===== src/cifm_pkg.sv =====
// Package for the contact input function mapper: codes, defaults, timing.
// Assumes a single 100 MHz clock domain shared by all users.
package cifm_pkg;
  localparam int CIFM_NUM_IN = 7; // Contact inputs
  localparam int CIFM_CODE_W = 8; // Function code width
  // Function codes
  localparam logic [7:0] CIFM_C_3WIRE = 8'h00;
  localparam logic [7:0] CIFM_C_MS1 = 8'h03;
  localparam logic [7:0] CIFM_C_MS2 = 8'h04;
  localparam logic [7:0] CIFM_C_MS3 = 8'h05;
  localparam logic [7:0] CIFM_C_JOG = 8'h06;
  localparam logic [7:0] CIFM_C_ACC1 = 8'h07;
  localparam logic [7:0] CIFM_C_BB_NO = 8'h08;
  localparam logic [7:0] CIFM_C_BB_NC = 8'h09;
  localparam logic [7:0] CIFM_C_HOLD = 8'h0A;
  localparam logic [7:0] CIFM_C_OH = 8'h0B;
  localparam logic [7:0] CIFM_C_AEN = 8'h0C;
  localparam logic [7:0] CIFM_C_UNUSED = 8'h0F;
  localparam logic [7:0] CIFM_C_FRST = 8'h14;
  localparam logic [7:0] CIFM_C_FS_NO = 8'h15;
  localparam logic [7:0] CIFM_C_FS_NC = 8'h17;
  localparam logic [7:0] CIFM_C_ACC2 = 8'h1A;
  localparam logic [7:0] CIFM_C_EF_LO = 8'h20;
  localparam logic [7:0] CIFM_C_EF_HI = 8'h2F;
  localparam logic [7:0] CIFM_C_EF_DEF = 8'h24;
  localparam logic [7:0] CIFM_C_MS4 = 8'h32;
  localparam logic [7:0] CIFM_C_FWD = 8'h40;
  localparam logic [7:0] CIFM_C_REV = 8'h41;
  localparam logic [7:0] CIFM_C_RUN2 = 8'h42;
  localparam logic [7:0] CIFM_C_DIR2 = 8'h43;
  localparam logic [7:0] CIFM_C_OFS1 = 8'h44;
  localparam logic [7:0] CIFM_C_OFS2 = 8'h45;
  localparam logic [7:0] CIFM_C_OFS3 = 8'h46;
  localparam logic [7:0] CIFM_C_DCINJ = 8'h60;
  localparam logic [7:0] CIFM_C_SRCH1 = 8'h61;
  localparam logic [7:0] CIFM_C_SRCH2 = 8'h62;
  localparam logic [7:0] CIFM_C_KEB_NC = 8'h65;
  localparam logic [7:0] CIFM_C_KEB_NO = 8'h66;
  localparam logic [7:0] CIFM_C_KEB2_NC = 8'h7A;
  localparam logic [7:0] CIFM_C_KEB2_NO = 8'h7B;
  localparam logic [7:0] CIFM_C_SCB_NO = 8'h7C;
  localparam logic [7:0] CIFM_C_SCB_NC = 8'h7D;
  localparam logic [7:0] CIFM_C_MAX = 8'h9F;
  localparam logic [7:0] CIFM_C_MIN_S12 = 8'h01;
  // Reset defaults, normal and three-wire
  localparam logic [7:0] CIFM_DEF_IN1 = CIFM_C_FWD;
  localparam logic [7:0] CIFM_DEF_IN2 = CIFM_C_REV;
  localparam logic [7:0] CIFM_DEF_IN3 = CIFM_C_EF_DEF;
  localparam logic [7:0] CIFM_DEF_IN4 = CIFM_C_FRST;
  localparam logic [7:0] CIFM_DEF_IN5 = CIFM_C_MS1;
  localparam logic [7:0] CIFM_DEF_IN6 = CIFM_C_MS2;
  localparam logic [7:0] CIFM_DEF_IN7 = CIFM_C_JOG;
  localparam logic [7:0] CIFM_DEF3W_IN5 = CIFM_C_3WIRE;
  localparam logic [7:0] CIFM_DEF3W_IN6 = CIFM_C_MS1;
  localparam logic [7:0] CIFM_DEF3W_IN7 = CIFM_C_MS2;
  // Timing
  localparam int CIFM_CLK_MHZ = 100;
  localparam int CIFM_RUN_DELAY_MS = 50;
  localparam int CIFM_RUN_DELAY_CYC = CIFM_RUN_DELAY_MS * 1000 * CIFM_CLK_MHZ;
  localparam int CIFM_FLASH_MS = 500; // Indicator flash length
  localparam int CIFM_FLASH_CYC = CIFM_FLASH_MS * 1000 * CIFM_CLK_MHZ;
endpackage


===== src/cifm_sync_if.sv =====
// Interface carrying synchronised contact levels between mapper modules.
// Assumes both ends share clk.
`timescale 1ns/1ps
interface cifm_sync_if #(parameter int N = 7);
  logic [N-1:0] level; // Synchronised levels
  modport src (output level);
  modport dst (input level);
endinterface


===== src/cifm_mapper.sv =====
// Contact input function mapper: per-terminal function codes and decode.
// Assumes contact pins are asynchronous; command outputs feed drive logic.
`timescale 1ns/1ps
module cifm_mapper
  import cifm_pkg::*;
#(
  parameter int RUN_DELAY_CYC = CIFM_RUN_DELAY_CYC,
  parameter int FLASH_CYC = CIFM_FLASH_CYC
) (
  input wire logic clk,
  input wire logic rst_b,
  input wire logic init_three_wire,
  input wire logic [6:0] contact_in,
  input wire logic code_wr,
  input wire logic [2:0] code_sel,
  input wire logic [7:0] code_wdata,
  input wire logic power_up_run_accept,
  output logic code_wr_rejected,
  output logic [55:0] code_table,
  output logic run_enable,
  output logic direction_select,
  output logic stop_cmd,
  output logic three_wire_mode,
  output logic [3:0] multi_step_sel,
  output logic jog_select,
  output logic [1:0] accel_sel,
  output logic ramp_hold,
  output logic baseblock,
  output logic fast_stop,
  output logic kinetic_ride_through,
  output logic kinetic_ride_through_2,
  output logic short_circuit_brake,
  output logic fault_reset_pulse,
  output logic external_fault,
  output logic [15:0] external_fault_code,
  output logic [2:0] offset_add,
  output logic dc_injection,
  output logic [1:0] speed_search,
  output logic external_overheat_alarm,
  output logic analog_enable,
  output logic power_up_flash
);
  localparam int CW = 32;

  // Synchronised contacts arrive through the interface
  cifm_sync_if #(.N(CIFM_NUM_IN)) sync_bus ();
  logic [6:0] lvl;

  cifm_sync #(.N(CIFM_NUM_IN)) u_sync (
    .clk(clk),
    .rst_b(rst_b),
    .raw(contact_in),
    .out(sync_bus)
  );
  assign lvl = sync_bus.level;

  // Code table storage
  logic [7:0] code_q [7];
  logic [7:0] code_d [7];
  logic rej_q; // Write on the last edge refused
  logic rej_d;

  // Membership of the function list
  function automatic logic code_known(input logic [7:0] c);
    logic k;
    k = 1'b0;
    if (c <= CIFM_C_HOLD + 8'h02) k = 1'b1; // 0..C
    if (c == CIFM_C_UNUSED) k = 1'b1;
    if (c >= 8'h10 && c <= 8'h1B) k = 1'b1;
    if (c == 8'h1E) k = 1'b1;
    if (c >= CIFM_C_EF_LO && c <= CIFM_C_EF_HI) k = 1'b1;
    if (c == 8'h30 || c == 8'h31 || c == CIFM_C_MS4) k = 1'b1;
    if (c == 8'h34 || c == 8'h35) k = 1'b1;
    if (c >= CIFM_C_FWD && c <= CIFM_C_OFS3) k = 1'b1;
    if (c >= CIFM_C_DCINJ && c <= CIFM_C_SRCH2) k = 1'b1;
    if (c >= CIFM_C_KEB_NC && c <= 8'h68) k = 1'b1;
    if (c == 8'h6A || c == 8'h75 || c == 8'h76) k = 1'b1;
    if (c >= CIFM_C_KEB2_NC && c <= 8'h7E) k = 1'b1;
    if (c >= 8'h90 && c <= 8'h96) k = 1'b1;
    if (c == CIFM_C_MAX) k = 1'b1;
    return k;
  endfunction

  // Code writes with range and list checks
  always_comb begin
    logic ok;
    ok = 1'b0;
    for (int i = 0; i < CIFM_NUM_IN; i++) code_d[i] = code_q[i];
    rej_d = 1'b0;
    if (code_wr) begin
      ok = code_known(code_wdata) && (code_wdata <= CIFM_C_MAX);
      if (code_sel < 3'd2 && code_wdata < CIFM_C_MIN_S12) ok = 1'b0;
      if (code_sel > 3'd6) ok = 1'b0;
      if (ok) code_d[code_sel] = code_wdata;
      else rej_d = 1'b1;
    end
  end

  // Code registers; defaults loaded in reset
  always_ff @(posedge clk) begin
    if (!rst_b) begin
      code_q[0] <= CIFM_DEF_IN1;
      code_q[1] <= CIFM_DEF_IN2;
      code_q[2] <= CIFM_DEF_IN3;
      code_q[3] <= CIFM_DEF_IN4;
      code_q[4] <= CIFM_DEF_IN5;
      code_q[5] <= CIFM_DEF_IN6;
      code_q[6] <= CIFM_DEF_IN7;
      rej_q <= 1'b0;
    end else if (init_three_wire) begin
      // Three-wire initialisation reloads all seven terminals, three-wire codes on the last three
      code_q[0] <= CIFM_DEF_IN1;
      code_q[1] <= CIFM_DEF_IN2;
      code_q[2] <= CIFM_DEF_IN3;
      code_q[3] <= CIFM_DEF_IN4;
      code_q[4] <= CIFM_DEF3W_IN5;
      code_q[5] <= CIFM_DEF3W_IN6;
      code_q[6] <= CIFM_DEF3W_IN7;
      rej_q <= 1'b0;
    end else begin
      for (int i = 0; i < CIFM_NUM_IN; i++) code_q[i] <= code_d[i];
      rej_q <= rej_d;
    end
  end

  assign code_wr_rejected = rej_q;
  always_comb begin
    for (int i = 0; i < CIFM_NUM_IN; i++) code_table[i*8 +: 8] = code_q[i];
  end

  // Combinational decode of every terminal
  logic [3:0] ms_c;
  logic jog_c, fwd_c, rev_c, run2_c, dir2_c, tw_c, twdir_c;
  logic [1:0] acc_c;
  logic hold_c, bb_c, fs_c, keb_c, keb2_c, scb_c, frst_c, ef_c, oh_c, aen_c, aen_any_c;
  logic [15:0] efc_c;
  logic [2:0] ofs_c;
  logic dc_c;
  logic [1:0] srch_c;

  always_comb begin
    ms_c = '0;
    jog_c = 1'b0;
    fwd_c = 1'b0;
    rev_c = 1'b0;
    run2_c = 1'b0;
    dir2_c = 1'b0;
    tw_c = 1'b0;
    twdir_c = 1'b0;
    acc_c = '0;
    hold_c = 1'b0;
    bb_c = 1'b0;
    fs_c = 1'b0;
    keb_c = 1'b0;
    keb2_c = 1'b0;
    scb_c = 1'b0;
    frst_c = 1'b0;
    ef_c = 1'b0;
    efc_c = '0;
    oh_c = 1'b0;
    aen_c = 1'b0;
    aen_any_c = 1'b0;
    ofs_c = '0;
    dc_c = 1'b0;
    srch_c = '0;
    for (int i = 0; i < CIFM_NUM_IN; i++) begin
      // Code F and unlisted codes fall through untouched
      unique case (code_q[i])
        CIFM_C_3WIRE: begin
          tw_c = 1'b1;
          twdir_c = twdir_c | lvl[i];
        end
        CIFM_C_MS1: ms_c[0] = ms_c[0] | lvl[i];
        CIFM_C_MS2: ms_c[1] = ms_c[1] | lvl[i];
        CIFM_C_MS3: ms_c[2] = ms_c[2] | lvl[i];
        CIFM_C_MS4: ms_c[3] = ms_c[3] | lvl[i];
        CIFM_C_JOG: jog_c = jog_c | lvl[i];
        CIFM_C_ACC1: acc_c[0] = acc_c[0] | lvl[i];
        CIFM_C_ACC2: acc_c[1] = acc_c[1] | lvl[i];
        CIFM_C_HOLD: hold_c = hold_c | lvl[i];
        CIFM_C_BB_NO: bb_c = bb_c | lvl[i];
        CIFM_C_BB_NC: bb_c = bb_c | ~lvl[i];
        CIFM_C_FS_NO: fs_c = fs_c | lvl[i];
        CIFM_C_FS_NC: fs_c = fs_c | ~lvl[i];
        CIFM_C_KEB_NO: keb_c = keb_c | lvl[i];
        CIFM_C_KEB_NC: keb_c = keb_c | ~lvl[i];
        CIFM_C_KEB2_NO: keb2_c = keb2_c | lvl[i];
        CIFM_C_KEB2_NC: keb2_c = keb2_c | ~lvl[i];
        CIFM_C_SCB_NO: scb_c = scb_c | lvl[i];
        CIFM_C_SCB_NC: scb_c = scb_c | ~lvl[i];
        CIFM_C_FRST: frst_c = frst_c | lvl[i];
        CIFM_C_FWD: fwd_c = fwd_c | lvl[i];
        CIFM_C_REV: rev_c = rev_c | lvl[i];
        CIFM_C_RUN2: run2_c = run2_c | lvl[i];
        CIFM_C_DIR2: dir2_c = dir2_c | lvl[i];
        CIFM_C_OFS1: ofs_c[0] = ofs_c[0] | lvl[i];
        CIFM_C_OFS2: ofs_c[1] = ofs_c[1] | lvl[i];
        CIFM_C_OFS3: ofs_c[2] = ofs_c[2] | lvl[i];
        CIFM_C_DCINJ: dc_c = dc_c | lvl[i];
        CIFM_C_SRCH1: srch_c[0] = srch_c[0] | lvl[i];
        CIFM_C_SRCH2: srch_c[1] = srch_c[1] | lvl[i];
        CIFM_C_OH: oh_c = oh_c | lvl[i];
        CIFM_C_AEN: begin
          aen_any_c = 1'b1;
          aen_c = aen_c | lvl[i];
        end
        default: begin
          // External fault band, low nibble names the variant
          if (code_q[i] >= CIFM_C_EF_LO && code_q[i] <= CIFM_C_EF_HI && lvl[i]) begin
            ef_c = 1'b1;
            efc_c[code_q[i][3:0]] = 1'b1;
          end
        end
      endcase
    end
  end

  // Run request per sequence mode
  logic run_req;
  logic dir_c;
  always_comb begin
    if (tw_c) begin
      run_req = lvl[0] && lvl[1];
      dir_c = twdir_c;
    end else if (run2_c) begin
      run_req = run2_c;
      dir_c = dir2_c;
    end else begin
      run_req = fwd_c ^ rev_c; // Both closed means no run
      dir_c = rev_c && !fwd_c;
    end
  end

  // Run sequencing: power-up gating, start delay, three-wire latch
  logic tw_run_q, tw_run_d; // Latched three-wire run
  logic [1:0] boot_q, boot_d; // Power-up window, outlasts the two sync stages
  logic block_q, block_d; // Run refused until removed
  logic [CW-1:0] dly_q, dly_d; // Start delay counter
  logic run_q, run_d;
  logic [CW-1:0] fl_q, fl_d; // Flash length counter
  logic frst_prev_q, frst_prev_d;
  logic frst_p_q, frst_p_d;

  always_comb begin
    logic req;
    req = 1'b0;
    // Three-wire: momentary run sets, stop contact open clears
    tw_run_d = tw_c && lvl[1] && (tw_run_q || lvl[0]);
    req = tw_c ? tw_run_d : run_req;
    boot_d = (boot_q != 2'h0) ? boot_q - 2'h1 : 2'h0;
    block_d = block_q && req;
    fl_d = (fl_q != '0) ? fl_q - CW'(1) : '0;
    if ((boot_q != 2'h0) && req && !power_up_run_accept) begin
      block_d = 1'b1;
      fl_d = CW'(FLASH_CYC);
    end
    dly_d = '0;
    run_d = 1'b0;
    if (req && !block_d) begin
      if (dly_q >= CW'(RUN_DELAY_CYC - 1)) begin
        run_d = 1'b1;
        dly_d = dly_q;
      end else begin
        dly_d = dly_q + CW'(1);
      end
    end
    // Fault reset acts once on the closing edge
    frst_prev_d = frst_c;
    frst_p_d = frst_c && !frst_prev_q;
  end

  always_ff @(posedge clk) begin
    if (!rst_b) begin
      tw_run_q <= 1'b0;
      boot_q <= 2'h3; // Long enough for a held contact to clear the synchroniser
      block_q <= 1'b0;
      dly_q <= '0;
      run_q <= 1'b0;
      fl_q <= '0;
      frst_prev_q <= 1'b0;
      frst_p_q <= 1'b0;
    end else begin
      tw_run_q <= tw_run_d;
      boot_q <= boot_d;
      block_q <= block_d;
      dly_q <= dly_d;
      run_q <= run_d;
      fl_q <= fl_d;
      frst_prev_q <= frst_prev_d;
      frst_p_q <= frst_p_d;
    end
  end

  // Registered command outputs
  always_ff @(posedge clk) begin
    if (!rst_b) begin
      direction_select <= 1'b0;
      stop_cmd <= 1'b0;
      three_wire_mode <= 1'b0;
      multi_step_sel <= '0;
      jog_select <= 1'b0;
      accel_sel <= '0;
      ramp_hold <= 1'b0;
      baseblock <= 1'b0;
      fast_stop <= 1'b0;
      kinetic_ride_through <= 1'b0;
      kinetic_ride_through_2 <= 1'b0;
      short_circuit_brake <= 1'b0;
      external_fault <= 1'b0;
      external_fault_code <= '0;
      offset_add <= '0;
      dc_injection <= 1'b0;
      speed_search <= '0;
      external_overheat_alarm <= 1'b0;
      analog_enable <= 1'b1;
    end else begin
      direction_select <= dir_c;
      stop_cmd <= tw_c && !lvl[1];
      three_wire_mode <= tw_c;
      multi_step_sel <= jog_c ? 4'h0 : ms_c;
      jog_select <= jog_c;
      accel_sel <= acc_c;
      ramp_hold <= hold_c;
      baseblock <= bb_c;
      fast_stop <= fs_c;
      kinetic_ride_through <= keb_c;
      kinetic_ride_through_2 <= keb2_c;
      short_circuit_brake <= scb_c;
      external_fault <= ef_c;
      external_fault_code <= efc_c;
      offset_add <= ofs_c;
      dc_injection <= dc_c;
      speed_search <= srch_c;
      external_overheat_alarm <= oh_c;
      analog_enable <= !aen_any_c || aen_c;
    end
  end

  assign run_enable = run_q;
  assign fault_reset_pulse = frst_p_q;
  assign power_up_flash = fl_q != '0;
endmodule


===== src/cifm_sync.sv =====
// Two-flop synchroniser bank for the contact inputs.
// Assumes raw inputs are asynchronous to clk.
`timescale 1ns/1ps
module cifm_sync #(
  parameter int N = 7
) (
  input wire logic clk,
  input wire logic rst_b,
  input wire logic [N-1:0] raw,
  cifm_sync_if.src out
);
  logic [N-1:0] meta_q; // First stage, read only by second
  logic [N-1:0] meta_d;
  logic [N-1:0] sync_q; // Second stage
  logic [N-1:0] sync_d;

  // Next values
  always_comb begin
    meta_d = raw;
    sync_d = meta_q;
  end

  // Registers, cleared to open contacts
  always_ff @(posedge clk) begin
    if (!rst_b) begin
      meta_q <= '0;
      sync_q <= '0;
    end else begin
      meta_q <= meta_d;
      sync_q <= sync_d;
    end
  end

  assign out.level = sync_q;
endmodule


===== config.mk =====
export PLATFORM = sky130hd
export DESIGN_NAME = cifm_mapper
export DESIGN_NICKNAME = d
export VERILOG_FILES = /design/src/cifm_pkg.sv /design/src/cifm_sync_if.sv /design/src/cifm_mapper.sv /design/src/cifm_sync.sv
export SDC_FILE = /design/constraint.sdc
export NUM_CORES = 1
export LEC_CHECK = 0
export ABC_AREA = 0
export BUFFER_PORTS_ARGS = -buffer_cell sky130_fd_sc_hd__clkbuf_2
export CORE_MARGIN = 5
export CORE_UTILIZATION = 25
export CTS_BUF_LIST = sky130_fd_sc_hd__clkbuf_4 sky130_fd_sc_hd__clkbuf_8 sky130_fd_sc_hd__clkbuf_16
export DETAILED_ROUTE_END_ITERATION = 12
export PLACE_DENSITY = 0.51
export RECOVER_POWER = 100
export SLEW_MARGIN = 20
export SYNTH_ARGS = -nofsm -noshare
export SYNTH_HDL_FRONTEND = slang
export SYNTH_HIERARCHICAL = 1
export SYNTH_SLANG_ARGS = --single-unit

===== constraint.sdc =====
create_clock -name clk -period 2.82 [get_ports clk]
set_input_delay 0.423 -clock clk [delete_from_list [all_inputs] [get_ports clk]]
set_output_delay 0.423 -clock clk [all_outputs]
set_load 0.02 [all_outputs]

==> flow_summary.json <==
{
  "outcome": "finished with violations",
  "violated_checks": "negative setup slack",
  "route.detailed.drc": 0,
  "floorplan.die_area_um2": 47800,
  "count_of_max_cap_constraint_violations": 0,
  "numCtsBuffers": 17,
  "critPathKind": "flop to flop",
  "layout_cell_share_with_drive_strength_beyond_1_pct": 18.54,
  "cts.root.buffer_cell": "sky130_fd_sc_hd__clkbuf_16",
  "final.fill_count": 4730,
  "starting_utilization_of_the_core_area_pct": 25.26,
  "p_sw_mw": 2.859,
  "yosysUniqueCellTypes": 81,
  "gr_usage_total_pct": 21.37,
  "timing.final.setup_violations": 64,
  "die_x_um": 218.6,
  "clk-insertion-delay-late_ps": 460,
  "fraction_of_power_consumed_by_sequential_logic_pct": 40.3,
  "grt_overflow": 0,
  "critical_path.max_fanout": 5,
  "htree_num_levels": 4,
  "viasPerCell": 5.393,
  "drtIter0Drc": 1025,
  "comb_power_share_pct": 29.1,
  "tightest_slew_ps": 1265,
  "num_io_pins": 124,
  "cts_tree": "yes",
  "synthesis.nets": 1392,
  "cellLeakagePower_nw": 4.852,
  "hpwlAfterDp_um": 42610,
  "clk_path_buf_depth": 2,
  "synth.cell_area_um2": 10880,
  "yosys_warning_total": 6,
  "tritoncts_num_sinks": 183,
  "via_count_of_the_first_global_routing_pass": 11350,
  "post_layout_util_pct": 31.92,
  "final_antenna_net_count": 0,
  "timing.critical_path.slowest_cell_delay_ps": 570,
  "hold_buffers": 0,
  "primary_ff_master_synth": "sky130_fd_sc_hd__dfxtp_1",
  "post_synth_inst_count": 1366,
  "crit_path_cell_trace": "or4_1, o22ai_1, nor4_2, ha_1, inv_1, or4b_4, and3_4, nand2_4, buf_6, o21ai_2",
  "synth_enable_flop_cells": 48,
  "postRouteWirelength_um": 52100,
  "fin_crit_sh_pct": 102.6,
  "placeableCoreArea_um2": 43080,
  "fmax_mhz": 345.8,
  "drt_pass1_iterations": 5,
  "rows": 76,
  "layout_min_cycle_time_ps": 2892,
  "relSlewSlack_pct": 15.66,
  "asyncSetResetFlopFracSynth_pct": 0,
  "start_kind": "flop",
  "share_clk_of_total_power_pct": 30.6,
  "die_height_um": 218.6,
  "fin_ws_ps": -72.22,
  "post_route_total_power_mw": 7.960,
  "dr_total_vias": 11820,
  "final_net_count": 1620,
  "critical_path_required_ps": 3170,
  "place_ws_ps": -108.9,
  "globalplace.congestion": 0.9806,
  "buffer_ports.inserted": 123,
  "hold_path.class": "primary input to flop",
  "syn-mean-instance-area_um2": 7.966,
  "routed_wire_length_per_instance_um": 23.77,
  "worst_path_slowest_cell": "sky130_fd_sc_hd__or4_1",
  "final-hold-violation-count": 0,
  "switching_share_pct": 35.92,
  "ys_seq_area_share_pct": 38.08,
  "p_int_mw": 5.101,
  "area.growth.synth_to_final_pct": 26.38,
  "antenna_cells": 0,
  "grt_antenna_before_repair": 2,
  "worst_setup_hold_path_clk_slew_ps": 70,
  "grt_pass1_wl_um": 75580,
  "timing_max_transition_violations_final": 0,
  "rrSetupSlack_ps": -70,
  "clock_skew_ps": 15.45,
  "worst_setup_path_end_kind": "flop",
  "power_density_nw_per_um2": 578.9,
  "grt_start_max_net_pins": 29,
  "cp_data_arrival_time_ps": 3240,
  "power.ir.vdd_worst_v": 0.0003417,
  "yosys_register_bits": 183,
  "grt_setup_unrepaired": "yes"
}
==> cell usage in the layout (no fill, tap or decap), drive strengths merged, types with 25 or more instances in the layout <==
cell type / instances
nor4: 45
inv: 32
nand3: 62
o21ai: 46
mux2i: 25
a21oi: 55
edfxtp: 48
dfxtp: 135
nand2b: 30
and3: 25
xnor2: 44
buf: 166
clkbuf: 157
nor2: 176
nor3: 67
nand2: 155
nor2b: 32
o22ai: 35
==> path summary, 6_finish.rpt <==
kind                                                  from                            to  depth (start not counted)
worst max-delay path            code_q[1][2]$_SDFFCE_PN0P_           fl_q[15]$_SDFF_PN0_                         10
worst min-delay path                         contact_in[2]   u_sync/meta_q[2]$_SDFF_PN0_                          2
worst max register to register  code_q[1][2]$_SDFFCE_PN0P_           fl_q[15]$_SDFF_PN0_                         10
worst min register to register      frst_prev_q$_SDFF_PN0_  fault_reset_pulse$_SDFF_PN0_                          1
==> what timing repair did <==
action | 4_1_cts | 5_1_grt
pin swaps | 4 | 4
setup buffers | 1 | 2
resized for setup | 12 | 9
setup endpoints to repair | 65 | 67
==> cell usage after synthesis, types with 24 or more instances <==
library cell	number	area, µm²
sky130_fd_sc_hd__nand2_1	153	574.3
sky130_fd_sc_hd__nor2b_1	32	200.2
sky130_fd_sc_hd__nand4_1	24	150.1
sky130_fd_sc_hd__nand2b_1	30	187.7
sky130_fd_sc_hd__a21oi_1	53	265.3
sky130_fd_sc_hd__edfxtp_1	48	1441
sky130_fd_sc_hd__xnor2_1	44	385.4
sky130_fd_sc_hd__mux2i_1	25	250.2
sky130_fd_sc_hd__o22ai_1	35	219.0
sky130_fd_sc_hd__nor2_1	168	630.6
sky130_fd_sc_hd__clkbuf_1	68	255.2
sky130_fd_sc_hd__nor4_1	45	281.5
sky130_fd_sc_hd__dfxtp_1	135	2703
sky130_fd_sc_hd__nand3_1	62	310.3
sky130_fd_sc_hd__o21ai_0	35	175.2
sky130_fd_sc_hd__nor3_1	67	335.3
sky130_fd_sc_hd__and3_1	24	150.1
==> per-layer routing <==
layer | track usage, % | vias to the layer above | routed length, µm | part of all wire [%]
li1 | - | 5442 | - | -
met1 | 29.04 | 5706 | 22730 | 44
met2 | 33.10 | 557 | 22860 | 44
met3 | 3.740 | 116 | 3926 | 7.5
met4 | 9.839 | 0 | 2580 | 5.0
met5 | 0 | - | 0 | 0
==> state kept, by name, summed over array words and instances (netlist names), 2 cells and up <==
name,count
offset_add,3
boot_q,2
multi_step_sel,4
fl_q,32
speed_search,2
dly_q,32
code_q,56
external_fault_code,16
accel_sel,2
u_sync/meta_q,7
u_sync/out.level,7
==> final cells by class <==
type | instances | area (µm²) | share of cell area, %
clock buffers | 17 | 425.4 | 3.093
clock inverters | 15 | 176.4 | 1.283
inverters | 24 | 90.09 | 0.6551
multi-input cells | 1062 | 6292 | 45.76
flip-flops and latches | 183 | 4144 | 30.13
well taps | 585 | 732.0 | 5.323
repair buffers | 306 | 1892 | 13.76
==> metrics by stage <==
step,cell area [µm²],std cells,hold WS (ps),setup TNS [ps]
after CTS,13860,2190,128.4,-3150
after floorplan,10890,1366,367.4,-5838
final,13750,2192,163.0,-2334
after global placement,13200,2157,372.0,-4149
after detailed placement,13200,2157,373.6,-4746
after global routing,13750,2192,153.3,-8473
==> logic make-up after synthesis <==
family / share of synthesized area (%)
mux: 2.403
compound gates: 16.50
fa+ha+maj: 0.3450
xor+xnor: 4.588
simple gates: 33.14
buf+inv: 4.944
flops: 38.08
==> critical path: cells and delay by family, from the launching register on <==
| family | cells | cell delay [ps] |
|---|---|---|
| buffers and inverters | 2 | 160 |
| AO/OA/AOI/OAI | 2 | 330 |
| adder cells (fa/ha/maj) | 1 | 280 |
| AND/OR/NAND/NOR | 5 | 1540 |
| flip-flops | 1 | 460 |
==> power groups by stage <==
stage                     clock, mW  combinational [mW]  sequential [mW]
after floorplan                   0                1.38             3.28
final                          2.44                2.32             3.21
after CTS                      2.52                2.24             3.19
after global routing           2.61                2.53             3.24
after global placement            0                2.18             3.23
after detailed placement          0                2.19             3.24
No activity file was read; power rests on OpenSTA's default activity.
